<file path="config.mk">
export PLATFORM = sky130hd
export DESIGN_NAME = epw_host
export DESIGN_NICKNAME = d
export VERILOG_FILES = /design/src/verilog/epw_host.v
export VERILOG_INCLUDE_DIRS = /design/src /design/src/verilog
export SDC_FILE = /design/constraint.sdc
export NUM_CORES = 1
export LEC_CHECK = 0
export ABC_AREA = 1
export BUFFER_PORTS_ARGS = -buffer_cell sky130_fd_sc_hd__buf_2
export CORE_UTILIZATION = 50
export CTS_BUF_LIST = sky130_fd_sc_hd__clkbuf_2
export CTS_CLUSTER_DIAMETER = 120
export DETAILED_ROUTE_END_ITERATION = 12
export PLACE_DENSITY = 0.73
export REMOVE_ABC_BUFFERS = 1
export SLEW_MARGIN = 20
export SYNTH_ARGS = -nofsm -noshare
export SYNTH_HDL_FRONTEND = slang
export SYNTH_SLANG_ARGS = --single-unit
</file>
<file path="constraint.sdc">
create_clock -name pclk -period 3.7 [get_ports pclk]
set_input_delay 1.11 -clock pclk [delete_from_list [all_inputs] [get_ports pclk]]
set_output_delay 1.11 -clock pclk [all_outputs]
set_load 0.02 [all_outputs]
</file>
<file path="src/verilog/epw_consts.vh">
// Constants for the EEPROM page write host controller
`ifndef EPW_CONSTS_VH
`define EPW_CONSTS_VH
// Register byte offsets
`define EPW_REG_CTRL 12'h000
`define EPW_REG_ADDR 12'h004
`define EPW_REG_DATA 12'h008
`define EPW_REG_STAT 12'h00C
`define EPW_REG_IRQ 12'h010
`define EPW_REG_MASK 12'h014
// Control fields
`define EPW_CTRL_GO 0
`define EPW_CTRL_LAST 1
`define EPW_CTRL_MODE_LO 2
`define EPW_CTRL_MODE_HI 3
// Completion modes
`define EPW_MODE_WAIT 2'h0
`define EPW_MODE_TOGGLE 2'h1
`define EPW_MODE_POLL 2'h2
`define EPW_MODE_RDY 2'h3
// Status fields
`define EPW_STAT_BUSY 0
`define EPW_STAT_LOADING 1
`define EPW_STAT_OVER 2
// Interrupt fields
`define EPW_IRQ_DONE 0
`define EPW_IRQ_OVER 1
// Timing: figures as printed, cycles derived at 10 ns
`define EPW_CLK_NS 10
`define EPW_PROG_MS 10
`define EPW_PROG_CYC ((`EPW_PROG_MS * 1000000 + `EPW_CLK_NS - 1) / `EPW_CLK_NS)
`define EPW_LOAD_GAP_US 30
`define EPW_LOAD_GAP_CYC ((`EPW_LOAD_GAP_US * 1000) / `EPW_CLK_NS)
`define EPW_PULSE_NS 100
`define EPW_PULSE_CYC ((`EPW_PULSE_NS + `EPW_CLK_NS - 1) / `EPW_CLK_NS)
`define EPW_READ_NS 100
`define EPW_READ_CYC ((`EPW_READ_NS + `EPW_CLK_NS - 1) / `EPW_CLK_NS)
`define EPW_POST_NS 0
`define EPW_PAGE_BYTES 64
`endif

</file>
<file path="src/verilog/epw_host.v">
// Host controller that page-writes an external byte-wide EEPROM
`timescale 1ns/1ns
`default_nettype none
// Behaviour
// - Blind host waits 10 ms before next access
// - Polling host resumes at once on completion
// - Toggle completion means two equal toggle reads; poll completion means bit 7 equals that of the last byte
// - Poll reads keep one fixed address
// - One load carries 1 to 64 bytes
// - Next byte starts within 30 us
`include "epw_consts.vh"
module epw_host #(
	parameter PROG_CYC = `EPW_PROG_CYC,
	parameter GAP_CYC = `EPW_LOAD_GAP_CYC
) (
	input wire pclk,
	input wire presetn,
	input wire psel,
	input wire penable,
	input wire pwrite,
	input wire [11:0] paddr,
	input wire [31:0] pwdata,
	output reg [31:0] prdata,
	output reg pready,
	output reg pslverr,
	output reg irq,
	output reg [14:0] mem_addr,
	input wire [7:0] mem_data_in,
	output reg [7:0] mem_data_out,
	output reg mem_data_oe,
	output reg chip_en_n,
	output reg out_en_n,
	output reg write_en_n,
	input wire ready_busy_n
);
	// ==================================================
	// Register file
	localparam S_IDLE = 3'h0, S_WRLO = 3'h1, S_WRHI = 3'h2, S_GAP = 3'h3;
	localparam S_WAIT = 3'h4, S_RDLO = 3'h5, S_RDHI = 3'h6;
	// Pin timing counts, cut to the timer width where they are loaded
	localparam PULSE_CYC = `EPW_PULSE_CYC;
	localparam READ_CYC = `EPW_READ_CYC;
	reg [2:0] state;
	reg [1:0] mode;
	reg last;
	reg go;
	reg [14:0] addr_reg;
	reg [7:0] data_reg;
	reg [8:0] page;
	reg [6:0] count;
	reg [1:0] irq_stat;
	reg [1:0] irq_mask;
	reg [23:0] timer;
	reg [7:0] prev_read;
	reg have_prev;
	reg [7:0] last_byte;
	reg next_idle;
	reg over_ev;
	wire acc = psel && penable;
	// Done pulses as the sequencer drops back to idle
	wire done_ev = (state == S_WAIT || state == S_RDHI) && next_idle;
	// Completion test for each mode
	always @* begin
		next_idle = 1'b0;
		if (state == S_WAIT) begin
			if (mode == `EPW_MODE_WAIT)
				next_idle = (timer == 24'h000000);
			else if (mode == `EPW_MODE_RDY)
				next_idle = ready_busy_n && timer == 24'h000000;
		end else if (state == S_RDHI && timer == 24'h000000) begin
			if (mode == `EPW_MODE_TOGGLE)
				next_idle = have_prev && (prev_read[6] == mem_data_in[6]);
			else
				next_idle = (mem_data_in[7] == last_byte[7]);
		end
	end
	// APB slave: one wait state, unmapped reads zero and flag error
	always @(posedge pclk or negedge presetn) begin
		if (!presetn) begin
			prdata <= 32'h00000000;
			pready <= 1'b0;
			pslverr <= 1'b0;
			mode <= 2'h0;
			last <= 1'b0;
			go <= 1'b0;
			addr_reg <= 15'h0000;
			data_reg <= 8'h00;
			irq_mask <= 2'h0;
			irq_stat <= 2'h0;
			irq <= 1'b0;
		end else begin
			// Answer only once the access phase is seen, so the write lands
			pready <= acc && !pready;
			pslverr <= 1'b0;
			if (state == S_WRLO)
				go <= 1'b0;
			if (acc && !pready) begin
				pslverr <= (paddr > `EPW_REG_MASK) || (paddr[1:0] != 2'h0);
				prdata <= 32'h00000000;
				if (pwrite) begin
					case (paddr)
					`EPW_REG_CTRL: begin
						mode <= pwdata[`EPW_CTRL_MODE_HI:`EPW_CTRL_MODE_LO];
						last <= pwdata[`EPW_CTRL_LAST];
						go <= pwdata[`EPW_CTRL_GO];
					end
					`EPW_REG_ADDR: addr_reg <= pwdata[14:0];
					`EPW_REG_DATA: data_reg <= pwdata[7:0];
					`EPW_REG_MASK: irq_mask <= pwdata[1:0];
					default: ;
					endcase
				end else begin
					case (paddr)
					`EPW_REG_CTRL: prdata <= {28'h0000000, mode, last, go};
					`EPW_REG_ADDR: prdata <= {17'h00000, addr_reg};
					`EPW_REG_DATA: prdata <= {24'h000000, prev_read};
					`EPW_REG_STAT: prdata <= {22'h000000, count, state == S_GAP,
						state == S_GAP, state != S_IDLE};
					`EPW_REG_IRQ: prdata <= {30'h00000000, irq_stat};
					`EPW_REG_MASK: prdata <= {30'h00000000, irq_mask};
					default: ;
					endcase
				end
			end
			// Set wins over write-one-to-clear
			irq_stat <= (irq_stat & ~((acc && !pready && pwrite && paddr == `EPW_REG_IRQ)
				? pwdata[1:0] : 2'h0)) | {over_ev, done_ev};
			irq <= |(irq_stat & irq_mask);
		end
	end
	// ==================================================
	// Pin sequencer
	always @(posedge pclk or negedge presetn) begin
		if (!presetn) begin
			state <= S_IDLE;
			mem_addr <= 15'h0000;
			mem_data_out <= 8'h00;
			mem_data_oe <= 1'b0;
			chip_en_n <= 1'b1;
			out_en_n <= 1'b1;
			write_en_n <= 1'b1;
			timer <= 24'h000000;
			page <= 9'h000;
			count <= 7'h00;
			prev_read <= 8'h00;
			have_prev <= 1'b0;
			last_byte <= 8'h00;
			over_ev <= 1'b0;
		end else begin
			over_ev <= 1'b0;
			if (timer != 24'h000000)
				timer <= timer - 24'h000001;
			case (state)
			S_IDLE, S_GAP: begin
				if (state == S_GAP && timer == 24'h000000) begin
					// Missed the byte window: device closes the load itself
					state <= S_WAIT;
					timer <= PROG_CYC[23:0];
					have_prev <= 1'b0;
				end else if (go) begin
					// Page bits held from the first byte of a load
					mem_addr <= {(state == S_GAP) ? page : addr_reg[14:6],
						addr_reg[5:0]};
					if (state == S_IDLE)
						page <= addr_reg[14:6];
					mem_data_out <= data_reg;
					last_byte <= data_reg;
					mem_data_oe <= 1'b1;
					chip_en_n <= 1'b0;
					write_en_n <= 1'b0;
					out_en_n <= 1'b1;
					timer <= PULSE_CYC[23:0];
					state <= S_WRLO;
				end
			end
			S_WRLO: if (timer == 24'h000000) begin
				write_en_n <= 1'b1;
				count <= count + 7'h01;
				state <= S_WRHI;
			end
			S_WRHI: begin
				chip_en_n <= 1'b1;
				mem_data_oe <= 1'b0;
				if (last || count == `EPW_PAGE_BYTES) begin
					// Full page or software end: let the strobe idle out
					over_ev <= !last;
					state <= S_WAIT;
					timer <= (mode == `EPW_MODE_WAIT) ? PROG_CYC[23:0] : 24'h000000;
					have_prev <= 1'b0;
				end else begin
					timer <= GAP_CYC[23:0] - PULSE_CYC[23:0];
					state <= S_GAP;
				end
			end
			S_WAIT: begin
				if (next_idle) begin
					state <= S_IDLE;
					count <= 7'h00;
				end else if (mode == `EPW_MODE_TOGGLE || mode == `EPW_MODE_POLL) begin
					// Same address every poll so the toggle is meaningful
					mem_addr <= {page, 6'h00};
					chip_en_n <= 1'b0;
					out_en_n <= 1'b0;
					timer <= READ_CYC[23:0];
					state <= S_RDLO;
				end
			end
			S_RDLO: if (timer == 24'h000000) begin
				state <= S_RDHI;
			end
			S_RDHI: begin
				prev_read <= mem_data_in;
				have_prev <= 1'b1;
				chip_en_n <= 1'b1;
				out_en_n <= 1'b1;
				count <= next_idle ? 7'h00 : count;
				state <= next_idle ? S_IDLE : S_WAIT;
			end
			default: state <= S_IDLE;
			endcase
		end
	end
endmodule // epw_host
`default_nettype wire

</file>
### Word-level counts from Yosys, hierarchy flattened

Index checks and enable logic that the tools add are counted.

| storage, ports and cells | value |
|---|---|
| register bits | 146 |
| input port bits | 58 |
| output and inout bits | 62 |
| logic and storage cells | 162 |

| cells by class | value |
|---|---|
| add/sub/neg operators | 2 |
| magnitude comparators | 1 |
| equal/unequal tests | 28 |
| multiplexer cells | 55 |
| bitwise logic cells | 5 |
| reductions and logical operators | 47 |

Operator list:

| kind | count |
|---|---|
| $mux W24 | 5 |
| $pmux W15 S6 | 1 |
| $mux W15 | 5 |
| $pmux W24 S3 | 1 |
| $mux W20 | 2 |
| $pmux W15 S2 | 1 |
| $eq A12 B4 Y1 const B | 2 |
| $eq A12 B5 Y1 const B | 2 |
| $logic_not A24 Y1 | 1 |
| $mux W3 | 8 |
| $reduce_and A3 Y1 | 8 |
| $reduce_bool A24 Y1 | 1 |
| $sub A24 B1 Y24 const B | 1 |
| $mux W1 | 21 |
| $pmux W3 S6 | 1 |
| $reduce_and A5 Y1 | 3 |
| $mux W7 | 2 |
| $pmux W7 S2 | 1 |
| $eq A12 B3 Y1 const B | 1 |
| $gt A12 B5 Y1 const B | 1 |
| $logic_not A12 Y1 | 1 |
| $ne A2 B2 Y1 const B | 6 |
| $reduce_and A4 Y1 | 3 |
| $reduce_bool A3 Y1 | 4 |
| other kinds (26) | 56 |

### Longest topological paths before layout

Gate-level depths: netlist (run 1).

| logic depth | value |
|---|---|
| word-level depth | 8 |
| mapped depth | 15 |
| depth with buffers taken out | 14 |

### Worst setup path before layout (run 1)

OpenSTA, ideal clock, no wires.

| timing path | value |
|---|---|
| path kind | input to register |
| start point | input port paddr[1] |
| end point | register addr_reg[10] |
| arrival | 2.250 ns |
| required time | 3.577 ns |
| path slack | 1.327 ns |
| stages on the path | 9 |
| path through | nor2_2 > inv_1 > nor3_1 > nand2_1 > inv_1 > nand2_1 > clkbuf_1 > nor2_1 > a21oi_1 |

| between the ends | value |
|---|---|
| word-level cells in the longest chain between the ends | 2 |

RTL lines:

| element | line | source |
|---|---|---|
| from (decl) | epw_host.v:21 | `input wire [11:0] paddr,` |
| $eq A12 B3 Y1 | epw_host.v:101 | `case (paddr)` |
| $reduce_and A3 Y1 (no source line) | -- |  |
| to (signal assigned) | epw_host.v:107 | `` `EPW_REG_ADDR: addr_reg <= pwdata[14:0]; `` |
| to (decl) | epw_host.v:47 | `reg [14:0] addr_reg;` |

No other way between the ends.
A chain may end at the register's enable or synchronous reset.

### Worst setup path after layout (run 1)

| timing path | value |
|---|---|
| start point | register timer[0] |
| end point | register mem_addr[5] |

| between the ends | value |
|---|---|
| word-level cells in the longest chain between the ends | 7 |
| elaborated cells between the ends (all ways) | 11 |
| classes of those cells | eq/ne (2); mux (4); reduce/logical (5) |

RTL lines:

| element | line | source |
|---|---|---|
| from (decl) | epw_host.v:53 | `reg [23:0] timer;` |
| from (signal assigned) | epw_host.v:152 | `timer <= timer - 24'h000001;` |
| from (signal assigned) | epw_host.v:158 | `timer <= PROG_CYC[23:0];` |
| from (signal assigned) | epw_host.v:172 | `timer <= PULSE_CYC[23:0];` |
| $logic_not A24 Y1 (*) | -- |  |
| $logic_and A1 B1 Y1 | epw_host.v:69 | `next_idle = ready_busy_n && timer == 24'h000000;` |
| $mux W1 | epw_host.v:68 | `` else if (mode == `EPW_MODE_RDY) `` |
| $mux W1 | epw_host.v:66 | `` if (mode == `EPW_MODE_WAIT) `` |
| $mux W1 | epw_host.v:65 | `if (state == S_WAIT) begin` |
| $ne A2 B2 Y1 (no source line) | -- |  |
| $reduce_and A5 Y1 (no source line) (*) | -- |  |
| to (signal assigned) | epw_host.v:162 | `mem_addr <= {(state == S_GAP) ? page : addr_reg[14:6],` |
| to (signal assigned) | epw_host.v:201 | `mem_addr <= {page, 6'h00};` |
| to (decl) | epw_host.v:27 | `output reg [14:0] mem_addr,` |

Mark *: on every way between the ends. The rest lies on a longest branch, timed or not.

==> results of run 1 <==
worst max-delay path, cell delays in order, from the launching register on:
cell and delay [ns]:
dfrtp_1 0.45, inv_1 0.16, ha_1 0.25, nand2_1 0.11, nor2_4 0.22, nand2_2 0.12, nor2_4 0.33, nand2_1 0.18
nand2_1 0.13, nand2_2 0.21, nand3_4 0.24, nand2_1 0.08, nand2_1 0.06
path summary, 6_finish.rpt:
kind | start | end | slack, ns | depth (start not counted)
hold / removal | presetn | timer[9] | 0.20 | 1
hold reg to reg | pready | pready | 0.47 | 1
setup / recovery | timer[0] | mem_addr[5] | 1.11 | 12
min in group pclk | pready | pready | 0.47 | 1
max in group asynchronous | presetn | last_byte[5] | 2.66 | 2
setup reg to reg | timer[0] | mem_addr[5] | 1.11 | 12
logic make-up (layout without fill, tap and decap cells):
kind of cell	after synthesis	count (layout)	synth area share
AND/OR/NAND/NOR	472	472	0.3094
buffers and inverters	133	220	0.08807
flip-flops	129	129	0.4820
AO/OA/AOI/OAI	94	94	0.08005
XOR/XNOR	22	22	0.02874
adder cells (fa/ha/maj)	6	6	0.01120
other	1	18	0.0005593
layout by cell type, fill, tap and decap left out, types with 6 or more instances in the layout:
| master | instances |
|---|---|
| xor2_1 | 18 |
| conb_1 | 17 |
| nand2_2 | 8 |
| buf_4 | 6 |
| inv_2 | 6 |
| nand2_1 | 261 |
| nor2_1 | 89 |
| nand3_1 | 41 |
| and2_1 | 6 |
| a21oi_1 | 17 |
| ha_1 | 6 |
| clkbuf_2 | 17 |
| dfrtp_1 | 126 |
| inv_1 | 90 |
| buf_2 | 84 |
| nor2_4 | 6 |
| o21ai_0 | 57 |
| inv_6 | 6 |
| nand4_1 | 40 |
| nor3_1 | 10 |
power by group:
part / switching [mW] / total, mW / internal [mW]
logic: 1.47 / 2.11 / 0.639
clock network: 0.566 / 0.883 / 0.317
registers: 0.194 / 1.83 / 1.63
total: 2.23 / 4.82 / 2.59
metrics by stage:
stage | setup WS [ns] | hold slack [ns] | area (µm²)
6_report | 1.107 | 0.2031 | 7481
5_1_grt | 0.8486 | 0.1341 | 7481
3_5_place_dp | 0.6313 | 0.4281 | 7239
4_1_cts | 1.074 | 0.1573 | 7478
2_1_floorplan | 0.9236 | 0.4174 | 6539
3_3_place_gp | 0.6741 | 0.4220 | 7239
routing by layer:
metal	GRT usage	vias up	routed length, µm	part of all wire
li1	-	2903	-	-
met3	0.04942	22	998	0.063
met2	0.3614	199	7043	0.44
met4	0.09455	0	269	0.017
met1	0.3586	2668	7550	0.48
met5	0	-	0	0
final cells by class:
cell class	count	area, µm²
Sequential cell	129	3232
Clock buffer	17	85.08
Antenna cell	1	2.502
Inverter	97	364.1
Timing Repair Buffer	91	485.5
Clock inverter	15	153.9
Fill cell	1234	5344
Tap cell	172	215.2
Multi-Input combinational cell	611	2943
==> results.cfg, run 1 <==
[clock_network]
cts_resized = 0
clkLatencyLatePin_ns = 0.72
post_cts_buffers = 0
cts_sinks = 129
clk_pin_slew_ns = 0.20
cts_root_buf = clkbuf_2
numCtsBuffers = 17
postCtsHoldBufs = 0
h-tree-depth = 4
cts_tree = yes
clock_path_buffers = 2

[place]
numPortBuffers = 85
gp_congestion = 0.9157
dp_hpwl_um = 11710
place_inst = 1100

[synthesis]
synth_seq_cells = 129
synth_flop_cell = dfrtp_1
netlist-cell-type-count = 39
netlist.area_leader.share = 0.4702
yosysTopAreaCell = dfrtp_1
ys_seq_area_frac = 0.4820
synth_edf_count = 0
syn_area_mm2 = 0.006705
yosysWarnings = 0
synthTopCellsByCount = 261 x nand2_1, 126 x dfrtp_1, 90 x inv_1, 89 x nor2_1, 57 x o21ai_0
synth.most_common_cell = nand2_1
avgSynthCellArea_um2 = 7.824
synthArstFlopShare = 1.000
synthTopCellsByArea = dfrtp_1 47%, nand2_1 15%, inv_1 5.0%
synthCells = 857

[global_routing]
grtUsageTotal = 0.2465
overflow = 0
grt_pass1_wl_um = 26880
grt_pass1_vias = 5408
grt_max_degree = 74
antenna_found_initial = 1

[finish]
stdcell_count = 1133
regMostFlops = timer
largest_register_ffs = 24
syn2layout_area_growth_pct = 11.57
layout-drive-gt1-share = 0.1583
nets = 1011
utilization = 0.5833

[pwr]
power_mw = 4.816
ir_worst_vdd_v = 0.0002741
power_density_mw_per_mm2 = 643.7
p_leak_nw = 4.132

[drt]
drc = 0
drt.antenna.violating_nets = 0
wl_per_cell_um = 14.00
num_vias = 5792
drtPass1Iterations = 6
vias_per_cell = 5.112
drt_wl_total_um = 15860
drtIter0Drc = 466

[floorplan]
dieArea_mm2 = 0.01388
core-area_mm2 = 0.01282
chipWidth_um = 117.8
std_cell_rows = 41
die_h_um = 117.8
boundaryPins = 120
start_util = 0.5228

[sta]
hold_viol = 0
tns_ns = 0
period_minus_slack_ns = 2.593
max_freq_mhz = 385.6
fin_crit_sh = 0.7009
max-slew-margin-rel = 0.5797
grt_setup_unrepaired = no
slew_viol_final = 0
skew_ns = 0.03306
max_slew.worst_pin.slew_ns = 0.6285
finalSetupViolations = 0

[critical_path]
crit_fanout = 18
arrival_ns = 3.25
critPathKind = reg -> reg
worstSetupEndpointType = flop
critPathLaunchType = flop
crit_required_ns = 4.35

[run]
drv_cap = 0

[outcome]
status = finished clean

[hold_path]
hold_path.class = in -> async
(Power assumes the default switching activity.)
==> run 2, diff against run 1 <==
PLACE_DENSITY = 0.76   (was 0.73)
clock period = 2.3 ns   (was 3.7 ns; I/O delays follow)
==> results.cfg, run 2 (synthesis results as in run 1) <==
[floorplan]
dieArea_mm2 = 0.01388
chipWidth_um = 117.8
core-area_mm2 = 0.01282
die_h_um = 117.8
start_util = 0.5228
boundaryPins = 120
std_cell_rows = 41

[critical_path]
crit_fanout = 2
crit_required_ns = 1.61
critPathSlowestCell = dfstp_2
path_buf_inv = 1
critPathKind = reg -> out
arrival_ns = 1.44
cpPeakStageDelay_ns = 0.58
crit_cells = 1
r2r_cells = 9
crit_chain = buf_2
worstSetupEndpointType = output pin
crit_family = flip-flops
critPathLaunchType = flop

[sta]
worst_hold_slack_ns = 0.1584
period_minus_slack_ns = 2.130
max_slew.worst_pin.slew_ns = 0.6236
max_freq_mhz = 469.4
fin_crit_sh = 0.9262
skew_ns = 0.02184
slew_viol_final = 0
tns_ns = 0
max-slew-margin-rel = 0.5830
grt_setup_unrepaired = no
finalSetupViolations = 0
timing.final.ws_setup_ns = 0.1697
hold_viol = 0

[global_routing]
grt_pass1_vias = 5540
grt_max_degree = 39
grt_pass1_wl_um = 27050
grtUsageTotal = 0.2468
antenna_found_initial = 0
overflow = 0

[finish]
regMostFlops = timer
largest_register_ffs = 24
seq_area_mm2 = 0.003232
final_cell_area_mm2 = 0.007687
nets = 1032
n_antenna_cell = 0
utilization = 0.5994
stdcell_count = 1153
syn2layout_area_growth_pct = 14.65
fillers = 1187
layout-drive-gt1-share = 0.1733
final_cell_mix = 261 x nand2_1, 126 x dfrtp_1, 90 x inv_1
final_common_cell = nand2_1
multi_input_area_mm2 = 0.002943

[pwr]
power_mw = 8.084
power_frac_comb = 0.446
p_clk_frac = 0.191
ir_worst_vdd_v = 0.0004810
power.share.switching = 0.4383
power_density_mw_per_mm2 = 1052
p_seq_frac = 0.363
p_leak_nw = 4.260
intPower_mw = 4.541
power.switching_mw = 3.543

[drt]
wl_met1_um = 7583
drtPass1Iterations = 7
highest-signal-layer = met4
drtIter0Drc = 466
vias_per_cell = 5.139
wl_per_cell_um = 14.14
drc = 0
wl_met2_um = 7385
route.met3.wl_um = 1083
drt_wl_total_um = 16310
drt.antenna.violating_nets = 0
num_vias = 5925

[hold_path]
hold_depth = 3
hold_path.class = in -> reg

[clock_network]
cts_root_buf = clkbuf_2
numCtsBuffers = 17
clkLatencyLatePin_ns = 0.72
clock_path_buffers = 2
h-tree-depth = 4
cts_sinks = 129
clk_pin_slew_ns = 0.18
cts_tree = yes
post_cts_buffers = 0

[place]
numPortBuffers = 85
placed_area_mm2 = 0.007415
place_inst = 1120
gp_congestion = 0.9537
place_ws_ns = 0.1189
dp_hpwl_um = 12300

[outcome]
status = finished clean

[run]
drv_cap = 0
## run 2: repair_timing
action                    4_1_cts  5_1_grt
resized for setup               0        0
hold buffers                    1        0
hold endpoints to repair       14        0
## run 2: worst paths after layout
check | slack (ns) | end | start
worst min register to register | 0.47 | chip_en_n | chip_en_n
max in group asynchronous | 1.33 | count[0] | presetn
min in group asynchronous | 0.37 | timer[7] | presetn
worst max register to register | 0.23 | timer[22] | timer[9]
worst min-delay path | 0.16 | prev_read[2] | mem_data_in[2]
worst max-delay path | 0.17 | write_en_n | write_en_n
## run 2: power by group through the flow
stage / Sequential [mW] / Clock, mW / Combinational, mW
after floorplan: 2.98 / 0 / 2.53
after detailed placement: 2.97 / 0 / 3.60
final: 2.93 / 1.54 / 3.61
after CTS: 2.93 / 1.57 / 3.61
after global routing: 2.98 / 1.67 / 4.13
after global placement: 2.97 / 0 / 3.51
## run 2: per-layer routing
layer,vias up,global-route usage
met5,-,0
met4,0,0.06971
met2,174,0.3761
met3,25,0.06686
li1,2940,-
met1,2786,0.3449
## run 2: final cells by class
cell class	count	share of cell area
clock inverters	13	0.02181
multi-input cells	611	0.3828
repair buffers	112	0.08724
inverters	97	0.04736
clock buffers	19	0.01237
well taps	172	0.02799
flip-flops and latches	129	0.4204
## run 2: tightest hold or removal path, cell delays in order
cell     delay (ns)
buf_2          0.08
nand2_1        0.04
nand2_1        0.04
